$ cat config.mk
export PLATFORM = sky130hd
export DESIGN_NAME = chgsup_ctrl
export DESIGN_NICKNAME = d
export VERILOG_FILES = /design/src/chgsup_pkg.sv /design/src/chgsup_timer.sv /design/src/chgsup_ctrl.sv
export VERILOG_INCLUDE_DIRS = /design/src
export SDC_FILE = /design/constraint.sdc
export NUM_CORES = 1
export LEC_CHECK = 0
export BUFFER_PORTS_ARGS = -buffer_cell sky130_fd_sc_hd__buf_2
export CORE_ASPECT_RATIO = 2
export CORE_MARGIN = 2
export CORE_UTILIZATION = 62
export DETAILED_ROUTE_END_ITERATION = 12
export PLACE_DENSITY = 0.9
export SKIP_LAST_GASP = 1
export SLEW_MARGIN = 20
export SYNTH_ARGS = -nofsm -noshare
export SYNTH_HDL_FRONTEND = slang
export SYNTH_SLANG_ARGS = --single-unit
$ cat constraint.sdc
create_clock -name clk -period 5.43 [get_ports clk]
set_input_delay 0.2715 -clock clk [delete_from_list [all_inputs] [get_ports clk]]
set_output_delay 0.2715 -clock clk [all_outputs]
set_load 0.005 [all_outputs]
$ cat src/chgsup_consts.svh
// constants for the charge supervisor control block
`ifndef CHGSUP_CONSTS_SVH
`define CHGSUP_CONSTS_SVH
`define CHGSUP_CLK_MHZ 250
// control word bit positions
`define CHGSUP_W3_AUTO_EN_BIT 7
`define CHGSUP_W3_EOC_DEB_BIT 13
`define CHGSUP_W3_WDOG_LO_BIT 11
`define CHGSUP_W3_WDOG_HI_BIT 12
`define CHGSUP_W1_WDOG_OFF_BIT 7
`define CHGSUP_W1X_LEARN_EXIT_BIT 12
`define CHGSUP_W1X_LEARN_VMIN_BIT 13
`define CHGSUP_W7_EOC_LO_BIT 8
`define CHGSUP_W7_EOC_HI_BIT 9
`define CHGSUP_W2_PROF_HI_BIT 5
`define CHGSUP_W4_PROF_LO_BIT 14
`define CHGSUP_CHARGE_AMP_ADDR 8'h14
// times in their own units
`define CHGSUP_ENTRY_DEB_US 1000
`define CHGSUP_EOC_SHORT_MS 20
`define CHGSUP_EOC_LONG_MS 200
`define CHGSUP_AUTO_LIMIT_H 12
`define CHGSUP_WDOG_DEFAULT_S 175
`define CHGSUP_ENTRY_DEB_CYC (`CHGSUP_ENTRY_DEB_US * `CHGSUP_CLK_MHZ)
`define CHGSUP_EOC_SHORT_CYC (`CHGSUP_EOC_SHORT_MS * 1000 * `CHGSUP_CLK_MHZ)
`define CHGSUP_EOC_LONG_CYC (`CHGSUP_EOC_LONG_MS * 1000 * `CHGSUP_CLK_MHZ)
`define CHGSUP_AUTO_LIMIT_CYC (64'd`CHGSUP_AUTO_LIMIT_H * 64'd3600 * 64'd1000000 * 64'd`CHGSUP_CLK_MHZ)
`define CHGSUP_WDOG_DEFAULT_CYC (64'd`CHGSUP_WDOG_DEFAULT_S * 64'd1000000 * 64'd`CHGSUP_CLK_MHZ)
`endif

$ cat src/chgsup_pkg.sv
// types for the charge supervisor control block
package chgsup_pkg;
  // autonomous charge sequence, gray along idle-debounce-charge-fault
  typedef enum logic [1:0] {
    CHGSUP_IDLE = 2'b00,
    CHGSUP_DEBOUNCE = 2'b01,
    CHGSUP_AUTO = 2'b11,
    CHGSUP_FAULT = 2'b10
  } chgsup_state_type;
  typedef enum logic [1:0] {
    CHGSUP_PROF_OFF = 2'b00,
    CHGSUP_PROF_CELLS = 2'b01,
    CHGSUP_PROF_ONE = 2'b10,
    CHGSUP_PROF_TWO = 2'b11
  } chgsup_prof_type;
endpackage

$ cat src/chgsup_timer.sv
// hold timer: counts while a condition stands, flags when the limit is met
`timescale 1ns/1ns
`default_nettype none
module chgsup_timer (
  // clocking
  input wire logic clk,
  input wire logic sys_rst,
  input wire logic clkEn,
  // control
  input wire logic run,
  input wire logic [63:0] limit,
  // status
  output logic done
);
  logic [63:0] count;

  // =========================================
  // counter, restarts whenever run drops
  always_ff @(posedge clk) begin
    if (sys_rst) begin
      count <= 64'h0000_0000_0000_0000;
    end else if (clkEn) begin
      if (!run) begin
        count <= 64'h0000_0000_0000_0000;
      end else if (count < limit) begin
        count <= count + 64'h0000_0000_0000_0001;
      end
    end
  end

  // limit reached; a zero limit never fires
  assign done = run && (limit != 64'h0000_0000_0000_0000) && (count >= limit);
endmodule // chgsup_timer
`default_nettype wire

$ cat src/chgsup_ctrl.sv
// charge supervisor: autonomous charge, watchdog, learn mode, battery-absent, profile
`timescale 1ns/1ns
`default_nettype none
`include "chgsup_consts.svh"
module chgsup_ctrl import chgsup_pkg::*; #(
  parameter logic [63:0] ENTRY_DEB_CYC = 64'(`CHGSUP_ENTRY_DEB_CYC),
  parameter logic [63:0] EOC_SHORT_CYC = 64'(`CHGSUP_EOC_SHORT_CYC),
  parameter logic [63:0] EOC_LONG_CYC = 64'(`CHGSUP_EOC_LONG_CYC),
  parameter logic [63:0] AUTO_LIMIT_CYC = `CHGSUP_AUTO_LIMIT_CYC,
  parameter logic [63:0] WDOG_CYC0 = `CHGSUP_WDOG_DEFAULT_CYC,
  parameter logic [63:0] WDOG_CYC1 = `CHGSUP_WDOG_DEFAULT_CYC * 64'd2,
  parameter logic [63:0] WDOG_CYC2 = `CHGSUP_WDOG_DEFAULT_CYC * 64'd4,
  parameter logic [63:0] WDOG_CYC3 = 64'h0000_0000_0000_0000
) (
  // clocking
  input wire logic clk,
  input wire logic sys_rst,
  input wire logic clkEn,
  // control words
  input wire logic [15:0] cfgWordFirst,
  input wire logic [15:0] cfgWordFirstExt,
  input wire logic [15:0] cfgWordSecond,
  input wire logic [15:0] cfgWordFourth,
  input wire logic [15:0] cfgWordSeventh,
  input wire logic [15:0] cfgWordThirdIn,
  input wire logic cfgWordThirdWr,
  // host register writes
  input wire logic [15:0] chargeAmpSetting,
  input wire logic chargeAmpWr,
  input wire logic upperVoltageWr,
  // analog comparator results
  input wire logic batteryLowVsUpper,
  input wire logic currentBelowEoc,
  input wire logic cvLoopActive,
  input wire logic batteryBelowFloor,
  input wire logic faultEvent,
  input wire logic thermistorSampling,
  input wire logic batteryAbsentPin,
  // mode requests
  input wire logic narrowDirectCharge,
  input wire logic learnEnterCmd,
  input wire logic reverseRequest,
  input wire logic hotThrottleNormal,
  // outputs
  output logic [15:0] cfgWordThird,
  output logic [15:0] chargeTarget,
  output logic [1:0] eocThreshold,
  output logic chargingActive,
  output logic batteryFetGate,
  output logic switcherOn,
  output logic vsysRegulation,
  output logic learnMode,
  output logic reverseEnable,
  output logic hotThrottlePinOe,
  output logic absentPullupOn,
  output logic thermistorSourceOn,
  output chgsup_prof_type thermalChargeProfile,
  output chgsup_state_type autoState,
  output logic watchdogExpired
);
  chgsup_state_type next_autoState;
  logic autoEnable;
  logic entryDone, eocDone, limitDone, wdogDone;
  logic absentSeen, learnExit, wdogRun, limitStopped;
  logic [63:0] eocLimit, wdogLimit;

  // =========================================
  // shared helpers
  function automatic logic [63:0] wdog_limit(input logic [1:0] sel);
    unique case (sel)
      2'b00: wdog_limit = WDOG_CYC0;
      2'b01: wdog_limit = WDOG_CYC1;
      2'b10: wdog_limit = WDOG_CYC2;
      2'b11: wdog_limit = WDOG_CYC3;
    endcase
  endfunction

  assign autoEnable = cfgWordThird[`CHGSUP_W3_AUTO_EN_BIT];

  // =========================================
  // third control word, hardware clears the enable bit
  always_ff @(posedge clk) begin
    if (sys_rst) begin
      cfgWordThird <= 16'h0000;
    end else if (clkEn) begin
      if (cfgWordThirdWr) begin
        cfgWordThird <= cfgWordThirdIn;
      end
      // fault clears enable
      // clear applied last so a hardware event beats a host write
      if ((autoState == CHGSUP_AUTO && limitDone) || faultEvent) begin
        cfgWordThird[`CHGSUP_W3_AUTO_EN_BIT] <= 1'b0;
      end
    end
  end

  // =========================================
  // hold timers: entry debounce, end of charge, duration, watchdog
  // entry debounce 1ms
  chgsup_timer entryTimer (.clk(clk), .sys_rst(sys_rst), .clkEn(clkEn),
    .run(autoState == CHGSUP_DEBOUNCE && batteryLowVsUpper && batteryFetGate),
    .limit(ENTRY_DEB_CYC), .done(entryDone));
  assign eocLimit = cfgWordThird[`CHGSUP_W3_EOC_DEB_BIT] ? EOC_LONG_CYC : EOC_SHORT_CYC;
  chgsup_timer eocTimer (.clk(clk), .sys_rst(sys_rst), .clkEn(clkEn),
    .run(autoState == CHGSUP_AUTO && currentBelowEoc && cvLoopActive),
    .limit(eocLimit), .done(eocDone));
  chgsup_timer limitTimer (.clk(clk), .sys_rst(sys_rst), .clkEn(clkEn),
    .run(autoState == CHGSUP_AUTO), .limit(AUTO_LIMIT_CYC), .done(limitDone));
  assign wdogLimit = wdog_limit(cfgWordThird[`CHGSUP_W3_WDOG_HI_BIT:`CHGSUP_W3_WDOG_LO_BIT]);
  assign wdogRun = !autoEnable && !cfgWordFirst[`CHGSUP_W1_WDOG_OFF_BIT]
    && !chargeAmpWr && !upperVoltageWr && !watchdogExpired;
  chgsup_timer wdogTimer (.clk(clk), .sys_rst(sys_rst), .clkEn(clkEn),
    .run(wdogRun), .limit(wdogLimit), .done(wdogDone));

  // =========================================
  // watchdog expiry latch
  always_ff @(posedge clk) begin
    if (sys_rst) begin
      watchdogExpired <= 1'b0;
    end else if (clkEn) begin
      if (chargeAmpWr || upperVoltageWr) begin
        watchdogExpired <= 1'b0;
      end else if (wdogDone) begin
        watchdogExpired <= 1'b1;
      end
    end
  end

  // limit stop holds until a host write; set wins over a same-cycle write
  always_ff @(posedge clk) begin
    if (sys_rst) begin
      limitStopped <= 1'b0;
    end else if (clkEn) begin
      if (autoState == CHGSUP_AUTO && limitDone) begin
        limitStopped <= 1'b1;
      end else if (chargeAmpWr || upperVoltageWr) begin
        limitStopped <= 1'b0;
      end
    end
  end

  // =========================================
  // autonomous sequence
  always_comb begin
    next_autoState = autoState;
    unique case (autoState)
      CHGSUP_IDLE: begin
        if (autoEnable) begin
          next_autoState = CHGSUP_DEBOUNCE;
        end
      end
      CHGSUP_DEBOUNCE: begin
        if (!autoEnable) begin
          next_autoState = CHGSUP_IDLE;
        end else if (entryDone) begin
          next_autoState = CHGSUP_AUTO;
        end
      end
      CHGSUP_AUTO: begin
        if (limitDone || !autoEnable) begin
          next_autoState = CHGSUP_IDLE;
        end else if (eocDone) begin
          next_autoState = CHGSUP_DEBOUNCE;
        end
      end
      CHGSUP_FAULT: begin
        if (!cfgWordFirst[`CHGSUP_W1_WDOG_OFF_BIT]) begin
          next_autoState = CHGSUP_IDLE;
        end
      end
    endcase
    if (faultEvent) begin
      next_autoState = cfgWordFirst[`CHGSUP_W1_WDOG_OFF_BIT] ? CHGSUP_FAULT : CHGSUP_IDLE;
    end
  end

  always_ff @(posedge clk) begin
    if (sys_rst) begin
      autoState <= CHGSUP_IDLE;
    end else if (clkEn) begin
      autoState <= next_autoState;
    end
  end

  // =========================================
  // learn mode
  always_ff @(posedge clk) begin
    if (sys_rst) begin
      absentSeen <= 1'b0;
    end else if (clkEn) begin
      absentSeen <= batteryAbsentPin;
    end
  end

  assign learnExit = cfgWordFirstExt[`CHGSUP_W1X_LEARN_EXIT_BIT]
    || (cfgWordFirstExt[`CHGSUP_W1X_LEARN_VMIN_BIT] && batteryBelowFloor)
    || (batteryAbsentPin && !absentSeen) || batteryAbsentPin;

  always_ff @(posedge clk) begin
    if (sys_rst) begin
      learnMode <= 1'b0;
    end else if (clkEn) begin
      if (learnExit) begin
        learnMode <= 1'b0;
      end else if (learnEnterCmd && narrowDirectCharge) begin
        learnMode <= 1'b1;
      end
    end
  end

  // =========================================
  // power path outputs, registered
  always_ff @(posedge clk) begin
    if (sys_rst) begin
      batteryFetGate <= 1'b1;
      switcherOn <= 1'b1;
      chargingActive <= 1'b0;
      vsysRegulation <= 1'b1;
      chargeTarget <= 16'h0000;
      reverseEnable <= 1'b0;
      eocThreshold <= 2'b00;
    end else if (clkEn) begin
      switcherOn <= !(learnMode && !learnExit);
      batteryFetGate <= learnMode || !(watchdogExpired || wdogDone);
      chargingActive <= !watchdogExpired && !wdogDone && !learnMode && !limitStopped
        && autoState != CHGSUP_FAULT && chargeAmpSetting != 16'h0000;
      vsysRegulation <= watchdogExpired || wdogDone || limitStopped || chargeAmpSetting == 16'h0000;
      eocThreshold <= cfgWordSeventh[`CHGSUP_W7_EOC_HI_BIT:`CHGSUP_W7_EOC_LO_BIT];
      chargeTarget <= chargeAmpSetting;
      reverseEnable <= reverseRequest && !batteryAbsentPin && !autoEnable;
    end
  end

  // =========================================
  // pins and profile select
  // indicator in autonomous mode
  assign hotThrottlePinOe = (autoState == CHGSUP_AUTO) || (autoEnable ? 1'b0 : hotThrottleNormal);
  assign absentPullupOn = !thermistorSampling;
  assign thermalChargeProfile = chgsup_prof_type'({cfgWordSecond[`CHGSUP_W2_PROF_HI_BIT],
    cfgWordFourth[`CHGSUP_W4_PROF_LO_BIT]});
  assign thermistorSourceOn = thermalChargeProfile != CHGSUP_PROF_OFF;

  // =========================================
  // checks
  auto_limit_clear_a: assert property (@(posedge clk) disable iff (sys_rst)
    (clkEn && autoState == CHGSUP_AUTO && limitDone) |=> !autoEnable && autoState == CHGSUP_IDLE)
    else $error("duration limit did not end autonomous charging");
  fault_clear_a: assert property (@(posedge clk) disable iff (sys_rst)
    (clkEn && faultEvent) |=> !autoEnable)
    else $error("fault left autonomous enable set");
  throttle_ind_a: assert property (@(posedge clk) disable iff (sys_rst)
    (autoState == CHGSUP_AUTO) |-> hotThrottlePinOe)
    else $error("indicator not driven in autonomous mode");
  learn_path_a: assert property (@(posedge clk) disable iff (sys_rst)
    (clkEn && learnMode && !learnExit) |=> !switcherOn && batteryFetGate)
    else $error("learn mode power path wrong");
  learn_entry_a: assert property (@(posedge clk) disable iff (sys_rst)
    (clkEn && !learnMode && !narrowDirectCharge) |=> !learnMode)
    else $error("learn entered outside narrow direct charge");
  absent_exit_a: assert property (@(posedge clk) disable iff (sys_rst)
    (clkEn && batteryAbsentPin) |=> !learnMode && !reverseEnable)
    else $error("absent battery did not block modes");
  wdog_gate_a: assert property (@(posedge clk) disable iff (sys_rst)
    (clkEn && wdogDone && !learnMode) |=> !batteryFetGate && !chargingActive)
    else $error("watchdog expiry left charging on");
  wdog_off_a: assert property (@(posedge clk) disable iff (sys_rst)
    (clkEn && (cfgWordFirst[`CHGSUP_W1_WDOG_OFF_BIT] || autoEnable) && !watchdogExpired) |=> !watchdogExpired)
    else $error("watchdog runs while suppressed");
endmodule // chgsup_ctrl
`default_nettype wire

==> summary.txt, run 1 <==
Global routing
  – Vias in the first global route: between 10000 and 15000
  – First-pass GRT wire length: around 50000 um
  – Pin count of the biggest net entering global routing: 53
  – GRT Residual Overflow: 0
  – Initial antenna violation count: 3
  – GRT Resource Usage Total: 27.8%

Power and ir drop
  – Net switching fraction of the power: 22.1%
  – Max rail drop VDD: 0.286 mV
  – Pleak: 5.80 nW
  – Flop pwr share: 51.6%
  – Comb pwr share: 4.6%
  – Power Dens Cells: approximately 290 nW/um^2
  – Final Power: 0.00433 W
  – Clock share of power: 43.8%
  – Int Power: about 0.0034 W
  – NetSw: 0.000957 W

CTS
  – Clock slew at reported path FFs: 0.07 ns
  – Root Buffer: clkbuf_16
  – TritonCTS Sinks: 300
  – Post-CTS sizing: 0
  – Hold-fix buffers, CTS: 24
  – Post-CTS Setup Inserts: 0
  – Htree depth: 1
  – Clk_lat worst skew: between 0.5 and 0.6 ns
  – CTS tree: yes
  – Total clock buffers created by CTS: 25
  – Clock Path Buffers: 3

Timing
  – Fin Setup TNS: 0 ns
  – Layout Skew: 0.0147 ns
  – Slew @ Worst Pin: 1.02 ns
  – Final period util: around 74%
  – Final setup fails: 0
  – Final Hold Viols: 0
  – Fin crit period: 3.99 ns
  – RSZ-0062 raised after global routing: false
  – Fmax: approximately 0.25 GHz
  – Slew Limit Fails: 0
  – Normalized max-slew margin: 31.9%

Routing
  – DR DRC count: 0
  – WL/cell: 17.0 um
  – Post-route ant nets: 0
  – Vias per Instance: between 6 and 7
  – DRT Wirelength: 31400 um
  – Router iterations before antenna repair: 6
  – Via count: roughly 11000
  – Initial drt markers: 636

Finish
  – Fraction of layout cells with a size suffix above 1: 11.7%
  – Final net count: approximately 1700
  – Non-filler instance count after layout: 1846
  – Area delta synth->final: 13.7%
  – Final core utilization: between 70% and 80%

Floorplanning
  – Rows: 75
  – Core area: 20800 sq um
  – Die W: 106 um
  – Num ports: ~180
  – Die area: 22200 sq um
  – Initial core utilization: 62.5%
  – Die H: 209 um

Setup path
  – Bufs and invs on worst path: 2
  – Req. time, crit path: 5.89 ns
  – Worst Path Max Fanout: 26
  – Crit path DAT: 4.45 ns
  – Crit-path cells: ha_1 > inv_1 > ha_1 > nand3_1 > a2111oi_2 > nand3_1 > o211ai_2 > a21boi_2 > buf_4 > o21ai_2 > o21ai_0 > a21oi_1
  – CP delay by family, top: compound AO/OA/AOI/OAI gates
  – Critical path's slowest cell: o21ai_2
  – Worst path max stage delay: 0.80 ns
  – CP endpoint kind: flop
  – Worst Setup Path Type: flop to flop
  – Critical path launch point type: flop

Logic synthesis
  – Post-Synth XOR/XNOR Area: 4.91%
  – Post-Synth Adder-Cell Area: about 4.6%
  – Main combinational cell family by area after synthesis: simple AND/OR/NAND/NOR gates
  – Mux cell area share after synthesis: 1.78%
  – Post-synthesis simple-gate area fraction: ~28%
  – Post-synth EDFFs: 0
  – Average size of a mapped cell: 8.97 sq um
  – Yosys cell types: 75
  – Yosys synthesis warning count: 0
  – Complex-gate fraction of the synthesized area: 11.5%
  – Synth Cell Area: 13000 sq um
  – Seq cells post-synth: 300
  – Sequential share of the synthesized area: a little under half
  – FFs w/ async S/R, synth: 0%
  – Synth Net Count: 1626
  – Cells after Synth: 1451
  – Synth Flop Type: dfxtp_1

Place
  – Hpwl dp: 21400 um
  – IO Port Bufs: around 100
  – Cells after DPL: roughly 1800
  – Placer Congestion: 0.913

Min path
  – Worst hold path type: input pin to flop

Outcome
  – Status: complete, no violations

Run
  – Max cap viols: 0
[registers in the layout, summed over array words and instances (netlist names), 2 cells and up]
name              cells
autoState             2
cfgWordThird         16
chargeTarget         16
entryTimer.count     64
eocThreshold          2
eocTimer.count       64
limitTimer.count     64
wdogTimer.count      64
[power groups by stage]
stage / Combinational (W) / Sequential [W] / Clock, W
final: 0.000200 / 0.00223 / 0.00190
after global routing: 0.000217 / 0.00223 / 0.00200
after CTS: 0.000196 / 0.00223 / 0.00192
after detailed placement: 0.000180 / 0.00228 / 0
after global placement: 0.000173 / 0.00228 / 0
after floorplan: 0.000109 / 0.00228 / 0
[layout make-up]
type | instances | area [sq um]
Antenna cell | 3 | 7.51
Clock buffer | 31 | 678
Clock inverter | 14 | 180
Fill cell | 1525 | 6020
Inverter | 40 | 150
Multi-Input combinational cell | 1053 | 6630
Sequential cell | 300 | 6010
Tap cell | 269 | 337
Timing Repair Buffer | 136 | 823
[final timing paths]
| kind | startpoint | endpoint | slack (ns) | cells after the start |
|---|---|---|---|---|
| setup / recovery | cfgWordThird[12]$_SDFFE_PP0P_ | wdogTimer.count[8]$_SDFFE_PP0P_ | 1.44 | 12 |
| hold / removal | chargeAmpSetting[7] | chargeTarget[7]$_SDFFE_PP0P_ | 0.02 | 3 |
| setup reg to reg | cfgWordThird[12]$_SDFFE_PP0P_ | wdogTimer.count[8]$_SDFFE_PP0P_ | 1.44 | 12 |
| hold reg to reg | eocTimer.count[36]$_SDFFE_PP0P_ | eocTimer.count[36]$_SDFFE_PP0P_ | 0.46 | 1 |
[logic make-up after synthesis]
kind of cell | after synthesis
AO/OA/AOI/OAI | 218
buffers and inverters | 98
XOR/XNOR | 73
AND/OR/NAND/NOR | 691
adder cells (fa/ha/maj) | 48
multiplexers | 23
flip-flops | 300
[placed cells by master, fill, tap and decap left out, types with 6 or more instances in the layout]
cell / instances
a211o_1: 6
a211oi_1: 7
a21o_1: 6
a21oi_1: 76
a31oi_1: 10
and2_1: 121
and3_1: 38
and4_1: 16
buf_2: 103
buf_4: 9
clkbuf_16: 25
clkinv_2: 6
dfxtp_1: 300
dlygate4sd3_1: 24
ha_1: 46
inv_1: 39
mux2i_1: 22
nand2_1: 115
nand3_1: 64
nand4_1: 34
nor2_1: 151
nor3_1: 26
nor4_1: 48
o211ai_1: 14
o21a_1: 7
o21ai_0: 33
o21ai_1: 7
or2_2: 7
or3_1: 31
or4_1: 18
xnor2_1: 31
xor2_1: 42
[per-stage QoR]
step	area (sq um)	hold slack (ns)	worst slack, ns
floorplan	13000	0.407	2.25
CTS	14800	0.000661	1.52
global placement	13700	0.439	1.68
detailed placement	13700	0.444	1.56
finish	14800	0.0204	1.44
global route	14800	0.0176	1.19
[metal layers]
| metal | vias up | global-route usage, % | part of all wire (%) |
|---|---|---|---|
| met5 | - | 0 | 0 |
| met3 | 122 | 2.84 | 4.6 |
| met1 | 5412 | 29.8 | 38 |
| li1 | 5345 | - | - |
| met4 | 0 | 14.7 | 4.2 |
| met2 | 426 | 52.3 | 54 |
[worst register-to-register path: cells and delay by family, from the launching register on]
family,cells,cell delay [ns]
AOI/OAI and AO/OA,6,1.97
adders and majority gates,2,0.74
buffers and inverters,2,0.36
DFF,1,0.53
and+or+nand+nor,2,0.32
[cell usage after synthesis (3+ instances only)]
| library cell | number | area share [%] |
|---|---|---|
| a211o_1 | 6 | 0.40 |
| a211oi_1 | 7 | 0.40 |
| a21o_1 | 6 | 0.35 |
| a21oi_1 | 79 | 3.0 |
| a311oi_1 | 3 | 0.20 |
| a31oi_1 | 10 | 0.48 |
| and2_1 | 121 | 5.8 |
| and3_1 | 38 | 1.8 |
| and4_1 | 16 | 1.1 |
| buf_1 | 4 | 0.12 |
| buf_2 | 6 | 0.23 |
| buf_4 | 4 | 0.23 |
| clkbuf_1 | 42 | 1.2 |
| dfxtp_1 | 300 | 46 |
| ha_1 | 46 | 4.4 |
| inv_1 | 39 | 1.1 |
| mux2i_1 | 22 | 1.7 |
| nand2_1 | 115 | 3.3 |
| nand2b_1 | 5 | 0.24 |
| nand3_1 | 64 | 2.5 |
| nand4_1 | 34 | 1.6 |
| nand4b_1 | 3 | 0.20 |
| nor2_1 | 151 | 4.4 |
| nor2b_1 | 5 | 0.24 |
| nor3_1 | 26 | 1.0 |
| nor4_1 | 48 | 2.3 |
| o2111ai_1 | 5 | 0.34 |
| o211ai_1 | 14 | 0.81 |
| o211ai_2 | 3 | 0.29 |
| o21a_1 | 7 | 0.40 |
| o21ai_0 | 33 | 1.3 |
| o21ai_1 | 7 | 0.27 |
| o31a_1 | 3 | 0.20 |
| o31ai_1 | 4 | 0.23 |
| or2_2 | 7 | 0.34 |
| or3_1 | 31 | 1.5 |
| or4_1 | 18 | 1.0 |
| xnor2_1 | 31 | 2.1 |
| xor2_1 | 42 | 2.8 |
No activity file was read; power rests on OpenSTA's default activity.
==> run 2: changes to the inputs <==
- CORE_UTILIZATION: 62 -> 58
- PLACE_DENSITY: 0.9 -> 0.85
- clock period: 5.43 -> 3.7 ns (I/O delays scaled with it)
==> run 2 against run 1 <==
Against the previous run:
- worst setup slack worse by 1.3 ns
- core utilization fell by 2.5 points
- critical endpoint is now wdogTimer.count[27]$_SDFFE_PP0P_
- largest cell class unchanged
- clock power grew 52%
==> summary.txt, run 2 (synthesis results as in run 1) <==
Outcome
  – Status: complete, no violations

CTS
  – Htree depth: 1 (unchanged)
  – Root Buffer: clkbuf_16
  – Clock Path Buffers: 3 (unchanged)
  – Total clock buffers created by CTS: 26 (+4.0%)
  – TritonCTS Sinks: 300 (unchanged)
  – Clk_lat worst skew: 0.54 ns (about the same)
  – CTS tree: yes
  – Clock slew at reported path FFs: 0.07 ns (about the same)

Finish
  – Area delta synth->final: 16.2%
  – Most frequent cells in the layout: dfxtp_1 (300), nor2_1 (151), and2_1 (121), nand2_1 (115), buf_2 (104)
  – Commonest non-fill, non-tap cell in the layout: dfxtp_1
  – Final core utilization: 68.6% (-2.5 points)
  – FILL cells: 1650 (+8.2%)
  – Final net count: 1764 (+1.9%)
  – Fraction of layout cells with a size suffix above 1: 12.6% (+0.87 points)

Routing
  – WL/cell: 17.0 um (-0.24%)
  – Vias per Instance: 5.99 (-2.2%)
  – Initial drt markers: 628 (-1.3%)
  – DR DRC count: 0 (unchanged)
  – Via count: 11300 (-0.088%)
  – Post-route ant nets: 0 (unchanged)
  – DRT Wirelength: 32000 um (+1.9%)
  – Router iterations before antenna repair: 5 (-1)

Timing
  – Fin crit period: 3.58 ns (-0.412 ns)
  – Layout Skew: 0.00985 ns (-0.00482 ns)
  – Fin Setup TNS: 0 ns (unchanged)
  – Slew @ Worst Pin: 0.941 ns (-0.0810 ns)
  – Fmax: 0.279 GHz (+12%)
  – Final Hold Viols: 0 (unchanged)
  – Final period util: 96.7% (+23 points)
  – Slew Limit Fails: 0 (unchanged)
  – Hold slack: 0.0249 ns (+0.00456 ns)
  – Final setup fails: 0 (unchanged)
  – Normalized max-slew margin: 37.1% (+5.3 points)

Setup path
  – Worst Setup Path Type: flop to flop
  – Crit path DAT: 4.03 ns (-0.42 ns)
  – Worst Path Max Fanout: 7 (-73%)
  – Req. time, crit path: 4.15 ns (-1.74 ns)
  – Bufs and invs on worst path: 3 (+1)
  – Worst path max stage delay: 0.45 ns (-0.35 ns)
  – Critical path's slowest cell: or3_1
  – Reg-to-reg slack, setup: 0.12 ns (-1.32 ns)
  – Critical path launch point type: flop
  – Crit-path cells: inv_1 > ha_1 > inv_1 > ha_1 > a21o_1 > maj3_2 > a311oi_2 > o211ai_2 > a21boi_2 > buf_4 > o2111ai_2 > or3_1 > a21oi_1
  – CP delay by family, top: compound AO/OA/AOI/OAI gates
  – CP endpoint kind: flop

Place
  – Hpwl dp: 21800 um (+2.1%)
  – Placer Congestion: 0.950 (+4.1%)
  – IO Port Bufs: 103 (unchanged)

Run
  – Max cap viols: 0 (unchanged)

Power and ir drop
  – Max rail drop VDD: 0.407 mV (+43%)
  – Final Power: 0.00649 W (+50%)
  – Pleak: 5.96 nW (+2.8%)
  – Power Dens Cells: 429 nW/um^2 (+47%)

Global routing
  – Pin count of the biggest net entering global routing: 44 (-17%)
  – Vias in the first global route: 11300 (+1.5%)
  – First-pass GRT wire length: 52700 um (+3.1%)
  – GRT Residual Overflow: 0 (unchanged)
  – Initial antenna violation count: 1 (-2)
  – GRT Resource Usage Total: 27.3% (-0.51 points)

Floorplanning
  – Die W: 110 um (+3.3%)
  – Core area: 22100 sq um (+5.9%)
  – Initial core utilization: 59.0% (-3.5 points)
  – Rows: 77 (+2.7%)
  – Die area: 23700 sq um (+6.7%)
  – Num ports: 177 (unchanged)
  – Die H: 216 um (+3.3%)

Min path
  – Worst hold path type: input pin to flop
[run 2: cell count changes in the layout (fill, tap and decap cells not counted), moves of 2 or more]
cell | before | now
clkbuf_16 | 25 | 27
clkinv_4 | 0 | 2
clkbuf_1 | 3 | 5
clkinv_2 | 6 | 3
dlygate4sd3_1 | 24 | 39
diode_2 | 3 | 1
buf_4 | 9 | 25
[run 2: report_power, final]
part           switching (W)  total [W]  leakage, nW  internal [W]
clock network        0.00122    0.00289        0.434       0.00167
registers          0.0000173    0.00327         2.42       0.00325
logic               0.000198   0.000327         3.11      0.000130
total                0.00144    0.00649         5.96       0.00505
[run 2: through the flow]
stage	setup WS (ns)	instances	instance area, sq um
after global placement	0.292	1797	13800
after global routing	-0.105	1885	15100
after floorplan	0.522	1451	13000
after CTS	0.145	1883	15100
after detailed placement	0.166	1797	13800
final	0.121	1885	15100
[run 2: area by class of cell]
type | instances | area (sq um) | share of cell area, %
multi-input combinational | 1053 | 6630 | 43.8
sequential | 300 | 6010 | 39.7
timing repair buffer | 168 | 1100 | 7.26
clock buffer | 34 | 722 | 4.77
tap | 276 | 345 | 2.28
clock inverter | 13 | 184 | 1.22
inverter | 40 | 150 | 0.992
antenna | 1 | 2.50 | 0.0165
[run 2: final timing paths]
path	end	depth (start not counted)	startpoint
setup / recovery	wdogTimer.count[27]$_SDFFE_PP0P_	13	cfgWordThird[11]$_SDFFE_PP0P_
hold / removal	cfgWordThird[7]$_SDFFE_PP0P_	3	cfgWordThirdWr
setup reg to reg	wdogTimer.count[27]$_SDFFE_PP0P_	13	cfgWordThird[11]$_SDFFE_PP0P_
hold reg to reg	eocTimer.count[54]$_SDFFE_PP0P_	1	eocTimer.count[54]$_SDFFE_PP0P_
[run 2: metal layers]
metal | share of wire, % | GRT usage, % | vias to the layer above | wire length, um
met1 | 38 | 29.7 | 5386 | 12100
met5 | 0 | 0 | - | 0
met2 | 53 | 49.3 | 360 | 16800
li1 | - | - | 5421 | -
met3 | 4.5 | 3.41 | 128 | 1460
met4 | 5.3 | 15.1 | 0 | 1680
[run 2: worst reg2reg max path, delay by kind of cell, from the launching register on]
kind / cells / cell delay, ns
AO/OA/AOI/OAI: 6 / 1.31
flip-flops: 1 / 0.40
AND/OR/NAND/NOR: 1 / 0.45
adder cells (fa/ha/maj): 3 / 0.88
buffers and inverters: 3 / 0.43
[run 2: what timing repair did]
item | 4_1_cts | 5_1_grt
endpoints found under the hold margin | 37 | 0
hold buffers | 39 | 0
resized for setup | 0 | 1
buffers inserted | 0 | 0
endpoints found under the setup margin | 0 | 1
